===== src/pci_tgt_defs.svh =====
// Constants of the bus target and its configuration ROM loader.
// Assumes a 200 MHz core clock; included by bare name.
`ifndef PCI_TGT_DEFS_SVH
`define PCI_TGT_DEFS_SVH

// Bus commands claimed by this target
`define CMD_CFG_HI 3'h5
`define CMD_WR_BIT 0
// Dword index field of a configuration address
`define CFG_IDX_HI 7
`define CFG_IDX_LO 2
`define CFG_DWORDS 16
// Default identity, values arbitrary
`define DEF_VENDOR 16'h1234
`define DEF_DEVICE 16'h5678
// Serial ROM geometry and command
`define ROM_WORDS 32
`define ROM_AW 6
`define ROM_DW 16
`define ROM_CMD_BITS 9
`define ROM_OP_READ 3'h6
`define ROM_EDGES 25
// Serial ROM clock half period, least time
`define CLK_PERIOD_NS 5
`define ROM_HALF_NS 500
`define ROM_HALF_CYC ((`ROM_HALF_NS + `CLK_PERIOD_NS - 1) / `CLK_PERIOD_NS)

`endif


===== src/pci_tgt_pkg.sv =====
// Types shared by the bus target and its ROM loader.
// Assumes the constants header is read first.
package pci_tgt_pkg;
  // Target sequencer states
  typedef enum logic [2:0] {ST_IDLE, ST_CLAIM, ST_DATA, ST_RETRY, ST_WAIT_END,
                            ST_RELEASE} tgt_state_t;
  // ROM loader states
  typedef enum logic [1:0] {LD_STRAP, LD_SHIFT, LD_GAP, LD_DONE} ld_state_t;
  // Target-driven control lines
  typedef struct packed {
    logic ad_oe;
    logic ctl_oe;
    logic trdy_n;
    logic stop_n;
    logic devsel_n;
  } bus_drv_t;
  // Configuration write seen on the bus
  typedef struct packed {
    logic valid;
    logic [5:0] idx;
    logic [31:0] data;
    logic [3:0] be;
  } cfg_wr_t;
  // One word fetched from the serial ROM
  typedef struct packed {
    logic valid;
    logic [4:0] idx;
    logic [15:0] data;
  } rom_wr_t;
endpackage


===== src/pci_target_port.sv =====
// Bus target port: claims configuration cycles, serves a ROM-loaded image.
// Assumes the testbench resolves the shared bus lines from the enables.
`timescale 1ns/10ps
`default_nettype none
`include "pci_tgt_defs.svh"

// Notes on behaviour
// - Everything runs on the one bus clock
// - Reset floats all driven lines, clears state
// - Address phase then data phases, same lines
// - Write data taken only with both readies
// - Target ready only when phase can complete
// - Stop asks initiator to end the transaction
// - Configuration cycles claimed only with idsel
// - Device select after decoding own address
// - Data parity errors reported, at least one clock
// - Address parity error pulls system error
// - Even parity over data and command lines
// - Parity valid one clock after its data
// - Command in address phase, enables after
// - Interrupt line pulled while condition present
// - Load image from ROM after reset
// - Strap low skips ROM, defaults used
module pci_target_port #(
  parameter int ROM_HALF_CYC = `ROM_HALF_CYC
) (
  // Clock and reset
  input wire logic clk_i,
  input wire logic reset_i,
  // Address/data and command lines
  input wire logic [31:0] ad_i,
  output logic [31:0] ad_o,
  output logic ad_oe_o,
  input wire logic [3:0] cbe_n_i,
  input wire logic par_i,
  output logic par_o,
  output logic par_oe_o,
  // Handshake
  input wire logic frame_n_i,
  input wire logic irdy_n_i,
  input wire logic lock_n_i,
  input wire logic idsel_i,
  output logic trdy_n_o,
  output logic trdy_oe_o,
  output logic stop_n_o,
  output logic stop_oe_o,
  output logic devsel_n_o,
  output logic devsel_oe_o,
  // Error and interrupt lines
  output logic perr_n_o,
  output logic perr_oe_o,
  output logic serr_oe_o,
  output logic int_oe_o,
  input wire logic irq_i,
  // Configuration ROM
  input wire logic cfg_rom_enable_strap_i,
  input wire logic cfg_rom_data_in_i,
  output logic cfg_rom_select_o,
  output logic cfg_rom_clock_o,
  output logic cfg_rom_data_out_o,
  // Configuration writes to the user side
  output pci_tgt_pkg::cfg_wr_t cfg_wr_o,
  output logic load_done_o
);
  pci_tgt_pkg::tgt_state_t state_ff, nxt_state;
  pci_tgt_pkg::bus_drv_t drv_ff, nxt_drv;
  pci_tgt_pkg::cfg_wr_t wr_ff, nxt_wr;
  pci_tgt_pkg::rom_wr_t rom_wr;
  logic [31:0] img_ff [`CFG_DWORDS]; // Read-only configuration image
  logic [31:0] ad_ff, nxt_ad; // Read data driven
  logic [5:0] idx_ff, nxt_idx; // Latched dword index
  logic rd_ff, nxt_rd; // Transaction is a read
  logic frame_q_ff; // Frame of the previous cycle
  logic addr_chk_ff, nxt_addr_chk;
  logic data_chk_ff, nxt_data_chk;
  logic int_ff;
  logic rom_done;
  logic start; // Address phase on the bus
  logic hit; // Address phase is ours
  logic [31:0] rd_word;

  // Lock is accepted and ignored: this target holds no lockable resource
  // A locked sequence is served like any other, one dword at a time

  // Address decode: command lines carry the command here
  always_comb begin
    start = !frame_n_i && frame_q_ff && state_ff == pci_tgt_pkg::ST_IDLE;
    hit = start && idsel_i && cbe_n_i[3:1] == `CMD_CFG_HI &&
          ad_i[1:0] == 2'h0;
    rd_word = '0;
    if (ad_i[`CFG_IDX_HI:`CFG_IDX_LO] < 6'(`CFG_DWORDS)) begin
      rd_word = img_ff[ad_i[`CFG_IDX_HI - 2:`CFG_IDX_LO]];
    end
  end

  // Sequencer next values
  always_comb begin
    nxt_state = state_ff;
    nxt_drv = drv_ff;
    nxt_ad = ad_ff;
    nxt_idx = idx_ff;
    nxt_rd = rd_ff;
    nxt_wr = '0;
    nxt_addr_chk = start; // Address parity follows one clock later
    nxt_data_chk = 1'h0;
    case (state_ff)
      pci_tgt_pkg::ST_IDLE: begin
        nxt_drv = '{ad_oe: 1'h0, ctl_oe: 1'h0, trdy_n: 1'h1, stop_n: 1'h1,
                    devsel_n: 1'h1};
        if (hit) begin
          // Claim on the clock after the address phase
          nxt_state = pci_tgt_pkg::ST_CLAIM;
          nxt_drv.ctl_oe = 1'h1;
          nxt_drv.devsel_n = 1'h0;
          nxt_rd = !cbe_n_i[`CMD_WR_BIT];
          nxt_idx = ad_i[`CFG_IDX_HI:`CFG_IDX_LO];
          nxt_ad = rd_word;
        end
      end
      pci_tgt_pkg::ST_CLAIM: begin
        // Turnaround cycle; data and ready come next
        if (!rom_done) begin
          nxt_state = pci_tgt_pkg::ST_RETRY; // Image incomplete
          nxt_drv.stop_n = 1'h0;
        end else begin
          nxt_state = pci_tgt_pkg::ST_DATA;
          nxt_drv.ad_oe = rd_ff;
          nxt_drv.trdy_n = 1'h0;
          // One dword per access: disconnect a burst with its data
          nxt_drv.stop_n = frame_n_i;
        end
      end
      pci_tgt_pkg::ST_DATA: begin
        if (!irdy_n_i) begin
          // Both readies seen: the phase completes here
          nxt_wr = '{valid: !rd_ff, idx: idx_ff, data: ad_i,
                     be: ~cbe_n_i}; // Enables active low, lane n
          nxt_data_chk = !rd_ff;
          nxt_drv.trdy_n = 1'h1;
          nxt_drv.ad_oe = 1'h0;
          if (frame_n_i) begin
            nxt_state = pci_tgt_pkg::ST_RELEASE;
            nxt_drv.devsel_n = 1'h1;
            nxt_drv.stop_n = 1'h1;
          end else begin
            nxt_state = pci_tgt_pkg::ST_WAIT_END;
            nxt_drv.stop_n = 1'h0;
          end
        end
      end
      pci_tgt_pkg::ST_RETRY, pci_tgt_pkg::ST_WAIT_END: begin
        // Stop held until the initiator drops frame
        if (frame_n_i) begin
          nxt_state = pci_tgt_pkg::ST_RELEASE;
          nxt_drv.devsel_n = 1'h1;
          nxt_drv.stop_n = 1'h1;
        end
      end
      pci_tgt_pkg::ST_RELEASE: begin
        // Lines were driven high one cycle; now float them
        nxt_state = pci_tgt_pkg::ST_IDLE;
        nxt_drv.ctl_oe = 1'h0;
      end
      default: nxt_state = pci_tgt_pkg::ST_IDLE;
    endcase
  end

  // Sequencer registers
  always_ff @(posedge clk_i) begin
    if (reset_i) begin
      state_ff <= pci_tgt_pkg::ST_IDLE;
      drv_ff <= '{ad_oe: 1'h0, ctl_oe: 1'h0, trdy_n: 1'h1, stop_n: 1'h1,
                  devsel_n: 1'h1};
      ad_ff <= '0;
      idx_ff <= '0;
      rd_ff <= 1'h0;
      wr_ff <= '0;
      frame_q_ff <= 1'h1;
      addr_chk_ff <= 1'h0;
      data_chk_ff <= 1'h0;
      int_ff <= 1'h0;
    end else begin
      state_ff <= nxt_state;
      drv_ff <= nxt_drv;
      ad_ff <= nxt_ad;
      idx_ff <= nxt_idx;
      rd_ff <= nxt_rd;
      wr_ff <= nxt_wr;
      frame_q_ff <= frame_n_i;
      addr_chk_ff <= nxt_addr_chk;
      data_chk_ff <= nxt_data_chk;
      int_ff <= irq_i;
    end
  end

  // Image store: defaults at reset, overwritten word by word from the ROM
  // Bus writes are only exported, so software cannot alter the image
  always_ff @(posedge clk_i) begin
    if (reset_i) begin
      for (int i = 0; i < `CFG_DWORDS; i++) begin
        img_ff[i] <= (i == 0) ? {`DEF_DEVICE, `DEF_VENDOR} : '0;
      end
    end else if (rom_wr.valid && rom_wr.idx[0]) begin
      img_ff[rom_wr.idx[4:1]][31:16] <= rom_wr.data;
    end else if (rom_wr.valid) begin
      img_ff[rom_wr.idx[4:1]][15:0] <= rom_wr.data;
    end
  end

  // Parity generation and error reporting
  pci_parity_unit u_parity (
    .clk_i(clk_i),
    .reset_i(reset_i),
    .ad_i(ad_i),
    .cbe_n_i(cbe_n_i),
    .ad_drv_i(ad_ff),
    .ad_oe_i(drv_ff.ad_oe),
    .par_i(par_i),
    .addr_chk_i(addr_chk_ff),
    .data_chk_i(data_chk_ff),
    .par_o(par_o),
    .par_oe_o(par_oe_o),
    .perr_n_o(perr_n_o),
    .perr_oe_o(perr_oe_o),
    .serr_oe_o(serr_oe_o)
  );

  // Serial image loader, run once per reset
  cfg_rom_loader #(.HALF_CYC(ROM_HALF_CYC)) u_loader (
    .clk_i(clk_i),
    .reset_i(reset_i),
    .cfg_rom_enable_strap_i(cfg_rom_enable_strap_i),
    .cfg_rom_data_in_i(cfg_rom_data_in_i),
    .cfg_rom_select_o(cfg_rom_select_o),
    .cfg_rom_clock_o(cfg_rom_clock_o),
    .cfg_rom_data_out_o(cfg_rom_data_out_o),
    .wr_o(rom_wr),
    .done_o(rom_done)
  );

  // Pin mapping, all from flip-flops
  assign ad_o = ad_ff;
  assign ad_oe_o = drv_ff.ad_oe;
  assign trdy_n_o = drv_ff.trdy_n;
  assign trdy_oe_o = drv_ff.ctl_oe;
  assign stop_n_o = drv_ff.stop_n;
  assign stop_oe_o = drv_ff.ctl_oe;
  assign devsel_n_o = drv_ff.devsel_n;
  assign devsel_oe_o = drv_ff.ctl_oe;
  assign int_oe_o = int_ff;
  assign cfg_wr_o = wr_ff;
  assign load_done_o = rom_done;
endmodule
`default_nettype wire


===== src/pci_parity_unit.sv =====
// Even parity generation for read data and checking of address/write data.
// Assumes check strobes arrive in the cycle where the parity bit is valid.
`timescale 1ns/10ps
`default_nettype none
`include "pci_tgt_defs.svh"

module pci_parity_unit (
  // Clock and reset
  input wire logic clk_i,
  input wire logic reset_i,
  // Bus levels and own drive
  input wire logic [31:0] ad_i,
  input wire logic [3:0] cbe_n_i,
  input wire logic [31:0] ad_drv_i,
  input wire logic ad_oe_i,
  input wire logic par_i,
  // Check strobes
  input wire logic addr_chk_i,
  input wire logic data_chk_i,
  // Parity and error pins
  output logic par_o,
  output logic par_oe_o,
  output logic perr_n_o,
  output logic perr_oe_o,
  output logic serr_oe_o
);
  logic calc_ff, nxt_calc; // Parity of the previous cycle
  logic par_oe_ff, nxt_par_oe;
  logic perr_n_ff, nxt_perr_n;
  logic perr_oe_ff, nxt_perr_oe;
  logic serr_ff, nxt_serr;
  logic [31:0] src; // Own data wins while driving

  // Next values
  always_comb begin
    src = ad_oe_i ? ad_drv_i : ad_i;
    nxt_calc = ^{src, cbe_n_i};
    nxt_par_oe = ad_oe_i; // Lags data by one clock
    nxt_serr = addr_chk_i && (par_i != calc_ff);
    nxt_perr_n = !(data_chk_i && (par_i != calc_ff));
    // Keep driving one cycle after an error to return the line high
    nxt_perr_oe = data_chk_i || !perr_n_ff;
  end

  // Registers
  always_ff @(posedge clk_i) begin
    if (reset_i) begin
      calc_ff <= 1'h0;
      par_oe_ff <= 1'h0;
      perr_n_ff <= 1'h1;
      perr_oe_ff <= 1'h0;
      serr_ff <= 1'h0;
    end else begin
      calc_ff <= nxt_calc;
      par_oe_ff <= nxt_par_oe;
      perr_n_ff <= nxt_perr_n;
      perr_oe_ff <= nxt_perr_oe;
      serr_ff <= nxt_serr;
    end
  end

  assign par_o = calc_ff;
  assign par_oe_o = par_oe_ff;
  assign perr_n_o = perr_n_ff;
  assign perr_oe_o = perr_oe_ff;
  assign serr_oe_o = serr_ff;
endmodule
`default_nettype wire


===== src/cfg_rom_loader.sv =====
// Serial configuration ROM reader run once after reset.
// Assumes a three-wire ROM with 16-bit words and a read opcode 110.
`timescale 1ns/10ps
`default_nettype none
`include "pci_tgt_defs.svh"

module cfg_rom_loader #(
  parameter int HALF_CYC = `ROM_HALF_CYC
) (
  // Clock and reset
  input wire logic clk_i,
  input wire logic reset_i,
  // ROM pins and strap
  input wire logic cfg_rom_enable_strap_i,
  input wire logic cfg_rom_data_in_i,
  output logic cfg_rom_select_o,
  output logic cfg_rom_clock_o,
  output logic cfg_rom_data_out_o,
  // Fetched words
  output pci_tgt_pkg::rom_wr_t wr_o,
  output logic done_o
);
  pci_tgt_pkg::ld_state_t state_ff, nxt_state;
  logic [15:0] div_ff, nxt_div; // Half period timer
  logic [4:0] bit_ff, nxt_bit; // Rising edges done
  logic [4:0] idx_ff, nxt_idx; // Word address
  logic [8:0] cmd_ff, nxt_cmd; // Command shifter
  logic [15:0] din_ff, nxt_din; // Data shifter
  logic cs_ff, nxt_cs, sck_ff, nxt_sck;
  pci_tgt_pkg::rom_wr_t wr_ff, nxt_wr;
  logic done_ff, nxt_done;
  logic tick; // Half period over

  // Next values
  always_comb begin
    nxt_state = state_ff;
    nxt_div = div_ff;
    nxt_bit = bit_ff;
    nxt_idx = idx_ff;
    nxt_cmd = cmd_ff;
    nxt_din = din_ff;
    nxt_cs = cs_ff;
    nxt_sck = sck_ff;
    nxt_wr = '0;
    nxt_done = done_ff;
    tick = (div_ff == 16'(HALF_CYC - 1));
    if (state_ff == pci_tgt_pkg::LD_SHIFT || state_ff == pci_tgt_pkg::LD_GAP) begin
      nxt_div = tick ? '0 : div_ff + 16'h1;
    end
    case (state_ff)
      pci_tgt_pkg::LD_STRAP: begin
        // Strap caught one clock after reset release
        if (!cfg_rom_enable_strap_i) begin
          nxt_state = pci_tgt_pkg::LD_DONE;
          nxt_done = 1'h1;
        end else begin
          nxt_state = pci_tgt_pkg::LD_SHIFT;
          nxt_cs = 1'h1;
          nxt_cmd = {`ROM_OP_READ, 6'(idx_ff)};
        end
      end
      pci_tgt_pkg::LD_SHIFT: begin
        if (tick && !sck_ff) begin
          // Rising edge: data bits are sampled after the command
          nxt_sck = 1'h1;
          nxt_bit = bit_ff + 5'h1;
          if (bit_ff >= 5'(`ROM_CMD_BITS)) begin
            nxt_din = {din_ff[14:0], cfg_rom_data_in_i};
          end
        end else if (tick) begin
          nxt_sck = 1'h0;
          nxt_cmd = {cmd_ff[7:0], 1'h0}; // MSB first
          if (bit_ff == 5'(`ROM_EDGES)) begin
            nxt_wr = '{valid: 1'h1, idx: idx_ff, data: din_ff};
            nxt_cs = 1'h0;
            nxt_bit = '0;
            nxt_state = pci_tgt_pkg::LD_GAP;
          end
        end
      end
      pci_tgt_pkg::LD_GAP: begin
        // Deselect for one half period between words
        if (tick && idx_ff == 5'(`ROM_WORDS - 1)) begin
          nxt_state = pci_tgt_pkg::LD_DONE;
          nxt_done = 1'h1;
        end else if (tick) begin
          nxt_idx = idx_ff + 5'h1;
          nxt_cmd = {`ROM_OP_READ, 6'(idx_ff + 5'h1)};
          nxt_cs = 1'h1;
          nxt_state = pci_tgt_pkg::LD_SHIFT;
        end
      end
      pci_tgt_pkg::LD_DONE: nxt_done = 1'h1;
      default: nxt_state = pci_tgt_pkg::LD_STRAP;
    endcase
  end

  // Registers
  always_ff @(posedge clk_i) begin
    if (reset_i) begin
      state_ff <= pci_tgt_pkg::LD_STRAP;
      div_ff <= '0;
      bit_ff <= '0;
      idx_ff <= '0;
      cmd_ff <= '0;
      din_ff <= '0;
      cs_ff <= 1'h0;
      sck_ff <= 1'h0;
      wr_ff <= '0;
      done_ff <= 1'h0;
    end else begin
      state_ff <= nxt_state;
      div_ff <= nxt_div;
      bit_ff <= nxt_bit;
      idx_ff <= nxt_idx;
      cmd_ff <= nxt_cmd;
      din_ff <= nxt_din;
      cs_ff <= nxt_cs;
      sck_ff <= nxt_sck;
      wr_ff <= nxt_wr;
      done_ff <= nxt_done;
    end
  end

  assign cfg_rom_select_o = cs_ff;
  assign cfg_rom_clock_o = sck_ff;
  assign cfg_rom_data_out_o = cmd_ff[8];
  assign wr_o = wr_ff;
  assign done_o = done_ff;
endmodule
`default_nettype wire


===== config.mk =====
export PLATFORM = sky130hd
export DESIGN_NAME = pci_target_port
export DESIGN_NICKNAME = d
export VERILOG_FILES = /design/src/pci_tgt_pkg.sv /design/src/pci_target_port.sv /design/src/pci_parity_unit.sv /design/src/cfg_rom_loader.sv
export VERILOG_INCLUDE_DIRS = /design/src
export SDC_FILE = /design/constraint.sdc
export NUM_CORES = 1
export LEC_CHECK = 0
export BUFFER_PORTS_ARGS = -buffer_cell sky130_fd_sc_hd__clkbuf_2
export CAP_MARGIN = 40
export CORE_MARGIN = 2
export CORE_UTILIZATION = 39
export DETAILED_ROUTE_END_ITERATION = 7
export SLEW_MARGIN = 20
export SYNTH_ARGS = -nofsm -noshare
export SYNTH_HDL_FRONTEND = slang
export SYNTH_SLANG_ARGS = --single-unit
export TNS_END_PERCENT = 20

===== constraint.sdc =====
create_clock -name clk_i -period 2.8 [get_ports clk_i]
set_input_delay 0.28 -clock clk_i [delete_from_list [all_inputs] [get_ports clk_i]]
set_output_delay 0.28 -clock clk_i [all_outputs]
set_load 0.02 [all_outputs]

# Word level (Yosys, flattened, before mapping)
# Memories as Yosys holds them, arrays and structs flattened.
# Cells that the tools add are included.
# totals
ff_bits,176
mem_bits_rw,512
input_bits,46
output_inout_bits,92
word_cells,186
n_memories,1
# memory_table
memory,depth,width,rd,rd_clocked_by_memory_dff,wr,line_no,text
img_ff,16,32,1,0,16,pci_target_port.sv:69,logic [31:0] img_ff [`CFG_DWORDS];
# op_classes
addsub,4
magnitude_cmp,2
n_eq_ne,27
n_mux,65
bitwise,6
n_reduce_logical,48
# op_table
op,n
$mux W32,3
$mux W9,5
$reduce_xor A36 Y1,1
$reduce_or A32 Y1,1
$mux W1,29
$pmux W9 S3,1
$mux W22,1
$reduce_and A3 Y1,7
$ne A2 B2 Y1 const B,10
$add A16 B1 Y16 const B,1
$eq A16 B7 Y1 const B,1
$mux W16,1
$mux W2,8
$mux W5,3
$pmux W1 S3,5
$mux W3,4
$pmux W3 S4,1
$reduce_bool A3 Y1,4
$add A5 B1 Y5 const B,2
$eq A5 B5 Y1 const B,2
$logic_and A1 B1 Y1,10
$eq A3 B3 Y1 const B,3
$reduce_and A7 Y1,1
$add A5 B1 Y6 const B,1
other kinds (29),47

# Logic depth before layout (Yosys ltp)
# depth
ltp_word,8
depth_mapped,9
mapped_depth_nobuf,9

# Hierarchy
# Synthesis repeated with hierarchy kept, for this count alone.
# unflattened
cells_unflattened,2161
area_unflattened_um2,30454.2
# by_module_without_submodules
mod,instances,cells_each,area_each_um2,seq_area_each_um2
pci_target_port,1,1738,26446.6,17236.5
cfg_rom_loader,1,336,3225.6,1561.5
pci_parity_unit,1,87,782.0,100.1

# Worst setup path after synthesis
# Ideal clock, no wire load.
# synth_timing
kind,reg2reg
start,register u_loader.div_ff[0]
end,register u_loader.cmd_ff[7]
setup_time_ns,0.132
arrival_time_ns,2.145
required_time_ns,2.668
setup_slack_ns,0.524
stages_incl_launch_ff,10
n_path_buf,1
period_less_slack_ns,2.276
path_cell_list,dfxtp_1 -> ha_1 -> nor3b_1 -> and4_1 -> buf_2 -> nand2b_1 -> a221o_1 -> a21o_4 -> a2111oi_0 -> nor3_1
# synth_between
elab_chain_cells,4
word_cells_on_any_way,8
cone_classes,eq/ne (5); reduce/logical (3)
# synth_rtl
element,line_no,text
"start, declared",cfg_rom_loader.sv:24,"logic [15:0] div_ff, nxt_div;"
"start signal, assigned",cfg_rom_loader.sv:113,div_ff <= nxt_div;
$eq A16 B7 Y1 (*),cfg_rom_loader.sv:46,tick = (div_ff == 16'(HALF_CYC - 1));
"$logic_and A1 B1 Y1, on equally long branches","cfg_rom_loader.sv:63, cfg_rom_loader.sv:83",
$ne A2 B2 Y1 (no source line),n/a,
$reduce_and A6 Y1 (no source line) (*),n/a,
"end signal, assigned",cfg_rom_loader.sv:116,cmd_ff <= nxt_cmd;
"end, declared",cfg_rom_loader.sv:27,"logic [8:0] cmd_ff, nxt_cmd;"
# Every way passes the cells marked *; elsewhere a longest branch is shown, timed or not.
# A chain may end at the register's enable or synchronous reset.

# Worst setup path after layout
# layout_timing
start,register u_loader.div_ff[0]
end,register u_loader.cmd_ff[8]
# Same word-level chain as after synthesis.

==> impl_metrics.json <==
{
  "overflow": 0,
  "root_buffer": "clkbuf_16",
  "worst_slack_ns": 0.289,
  "placed_area_mm2": 0.0322,
  "synthCells": 2199,
  "max_slew_margin_pct": 45.7,
  "wl_mm": 76.7,
  "critical_path_class": "flop to flop",
  "end_kind": "flop",
  "vias_per_cell": 5.16,
  "syn-num-nets": 2255,
  "cp-start-kind": "flop",
  "cp.required_ns": 3.27,
  "setup_tns_ns": 0,
  "final_cell_mix": "and2_1 (558), edfxtp_1 (512), dfxtp_1 (175), mux4_2 (141), clkbuf_2 (133)",
  "hold_path.class": "primary input to flop",
  "seqPwrFrac_pct": 50.4,
  "regToRegSetupSlack_ns": 0.29,
  "grt_pass1_vias": 18200,
  "rsz0062_at_grt": "false",
  "portBuffers": 136,
  "synth-edff-count": 512,
  "num_vias": 17700,
  "worst_pin_slew_ns": 0.815,
  "die-height_um": 282,
  "synth_cell_types": 52,
  "drv_slew": 0,
  "synth_top_cell_by_area": "edfxtp_1",
  "synth_warnings": 0,
  "drc": 0,
  "grt_first_pass_wirelength_mm": 114,
  "multiInputGateArea_mm2": 0.0105,
  "fin_util_pct": 45.8,
  "fp.dieW_um": 282,
  "ant_nets": 0,
  "status": "completed",
  "num_rows": 101,
  "initialDrtViolationCount": 1479,
  "core_region_area_mm2": 0.0762,
  "num_io_pins": 138,
  "path_clk_slew_ns": 0.06,
  "wire_per_inst_um": 22.3,
  "initial_core_util_pct": 39.6,
  "drv_cap": 0,
  "clk_latency_ns": 0.61,
  "p_leak_uw": 0.0125,
  "fin_nets": 2412,
  "synth_area_mm2": 0.0301,
  "ys_async_sr_fraction_pct": 0,
  "stdcell_count": 3441,
  "numCtsBuffers": 70,
  "dp.cells": 3278,
  "clock_sinks": 688,
  "setup_viol": 0,
  "synth_area_leaders": "edfxtp_1 (51%), dfxtp_1 (12%), and2_1 (12%), mux4_2 (11%), mux2i_1 (1.8%)",
  "seqCellArea_mm2": 0.0189,
  "dr.pass1.iters": 5,
  "die-area_mm2": 0.0795,
  "synth.avg_cell_area_um2": 13.7,
  "cts.htree.levels": 3,
  "place_ws_ns": 0.232,
  "critPathArrivalTime_ns": 2.98,
  "syn2layout_area_growth_pct": 15.7,
  "dp_hpwl_mm": 47.3,
  "p_sw_uw": 5190,
  "yosysSeqAreaShare_pct": 62.7,
  "max_freq_ghz": 0.398,
  "drive_above_1_share_pct": 20.9,
  "finClkSkew_ns": 0.0152,
  "timing.final.hold_violations": 0,
  "place_congestion": 0.850,
  "power_frac_clock_pct": 41.2,
  "timing.final.crit_share_pct": 89.7,
  "grt_start_max_net_pins": 124,
  "period_minus_slack_ns": 2.51,
  "antenna_found_initial": 6,
  "grt_usage_pct": 19.5,
  "layout_commonest_cell": "and2_1",
  "combPwrFrac_pct": 8.4,
  "cts_tree": "done",
  "powerDensity_mw_per_mm2": 656,
  "finalInstanceArea_mm2": 0.0349,
  "switching_share_pct": 22.7,
  "cp_max_fo": 8,
  "ctsLongestPathBuffers": 3,
  "fill_cells": 6751,
  "ir_worst_vdd_uv": 416,
  "ys.flop_type": "edfxtp_1",
  "ys_ff_latch": 688,
  "cts_setup_buffers": 0,
  "power.internal_uw": 17700,
  "synth_top_area_share_pct": 51.0
}
[sequential cells by signal, summed over array words and instances (netlist names), 2 cells and up]
signal and flops:
state_ff 3, u_loader.cmd_ff 9, u_loader.bit_ff 5, u_loader.div_ff 16, cfg_wr_o 42, ad_o 32
u_loader.idx_ff 5, u_loader.din_ff 16, idx_ff 6, u_loader.wr_o 22, img_ff 512, u_loader.state_ff 2
[power by group through the flow]
stage / registers [uW] / logic (uW) / clock network (uW)
floorplan: 11700 / 1260 / 0
global placement: 11700 / 1880 / 0
detailed placement: 11800 / 1900 / 0
CTS: 11500 / 1950 / 9580
global route: 11600 / 2080 / 9960
finish: 11500 / 1930 / 9430
[repair_timing]
action / in CTS / in global routing
hold buffers: 36 / 0
endpoints found under the setup margin: 0 / 1
endpoints found under the hold margin: 37 / 0
resized for setup: 0 / 1
[path summary, 6_finish.rpt]
path | cells after the start | endpoint | start
max reg2reg | 8 | u_loader.cmd_ff[8]$_SDFFE_PP0P_ | u_loader.div_ff[0]$_SDFFE_PP0N_
min reg2reg | 1 | u_parity.perr_n_o$_SDFF_PP1_ | data_chk_ff$_SDFF_PP0_
max | 8 | u_loader.cmd_ff[8]$_SDFFE_PP0P_ | u_loader.div_ff[0]$_SDFFE_PP0N_
min | 4 | u_loader.done_o$_SDFFE_PP0P_ | cfg_rom_enable_strap_i
[cells in the mapped netlist (21+ instances only)]
master and number:
and2_1 558, edfxtp_1 512, dfxtp_1 176, mux4_2 141
clkbuf_1 139, nor2_1 113, nand2_1 96, a21oi_1 83
mux2i_1 55, xor2_1 38, or2_2 35, xnor2_1 32
nor2b_1 24, nand2b_1 23, a211oi_1 21
[critical path, cell delays in order, from the launching register on]
cell and delay [ns]:
dfxtp_1 0.38, ha_1 0.26, nor3b_1 0.26, and4_1 0.28, nand2b_1 0.09, a221o_1 0.36
a21o_4 0.24, a2111oi_1 0.41, nor3_1 0.09
[cell families after synthesis]
family                   count (synthesis)  synth area share [%]
AND/OR/NAND/NOR                        911                  17.2
multiplexers                           196                  12.4
buffers and inverters                  185                  2.48
flip-flops                             688                  62.7
AO/OA/AOI/OAI                          137                  2.71
adder cells (fa/ha/maj)                 10                 0.415
XOR/XNOR                                72                  2.18
[per-stage QoR]
stage          hold WS (ns)  total power, uW
6_report             0.0462            22900
2_1_floorplan         0.352            13000
5_1_grt              0.0480            23600
4_1_cts             0.00134            23100
3_3_place_gp          0.388            13600
3_5_place_dp          0.400            13700
[layout make-up]
class	count	share of cell area (%)
diodes	2	0.0144
inverters	14	0.151
well taps	1030	3.70
repair buffers	256	5.17
multi-input cells	1326	30.2
clock inverters	19	0.517
flip-flops and latches	688	54.2
clock buffers	106	6.07
[per-layer routing]
metal  wire length [um]  track usage [%]  vias to the layer above
met5                  0                0                        -
met4               2160             5.89                        0
met3               4030             2.91                      124
met2              38500             33.5                      487
met1              32000             25.5                     9019
li1                   -                -                     8113
Power figures use the tool's default switching activity.
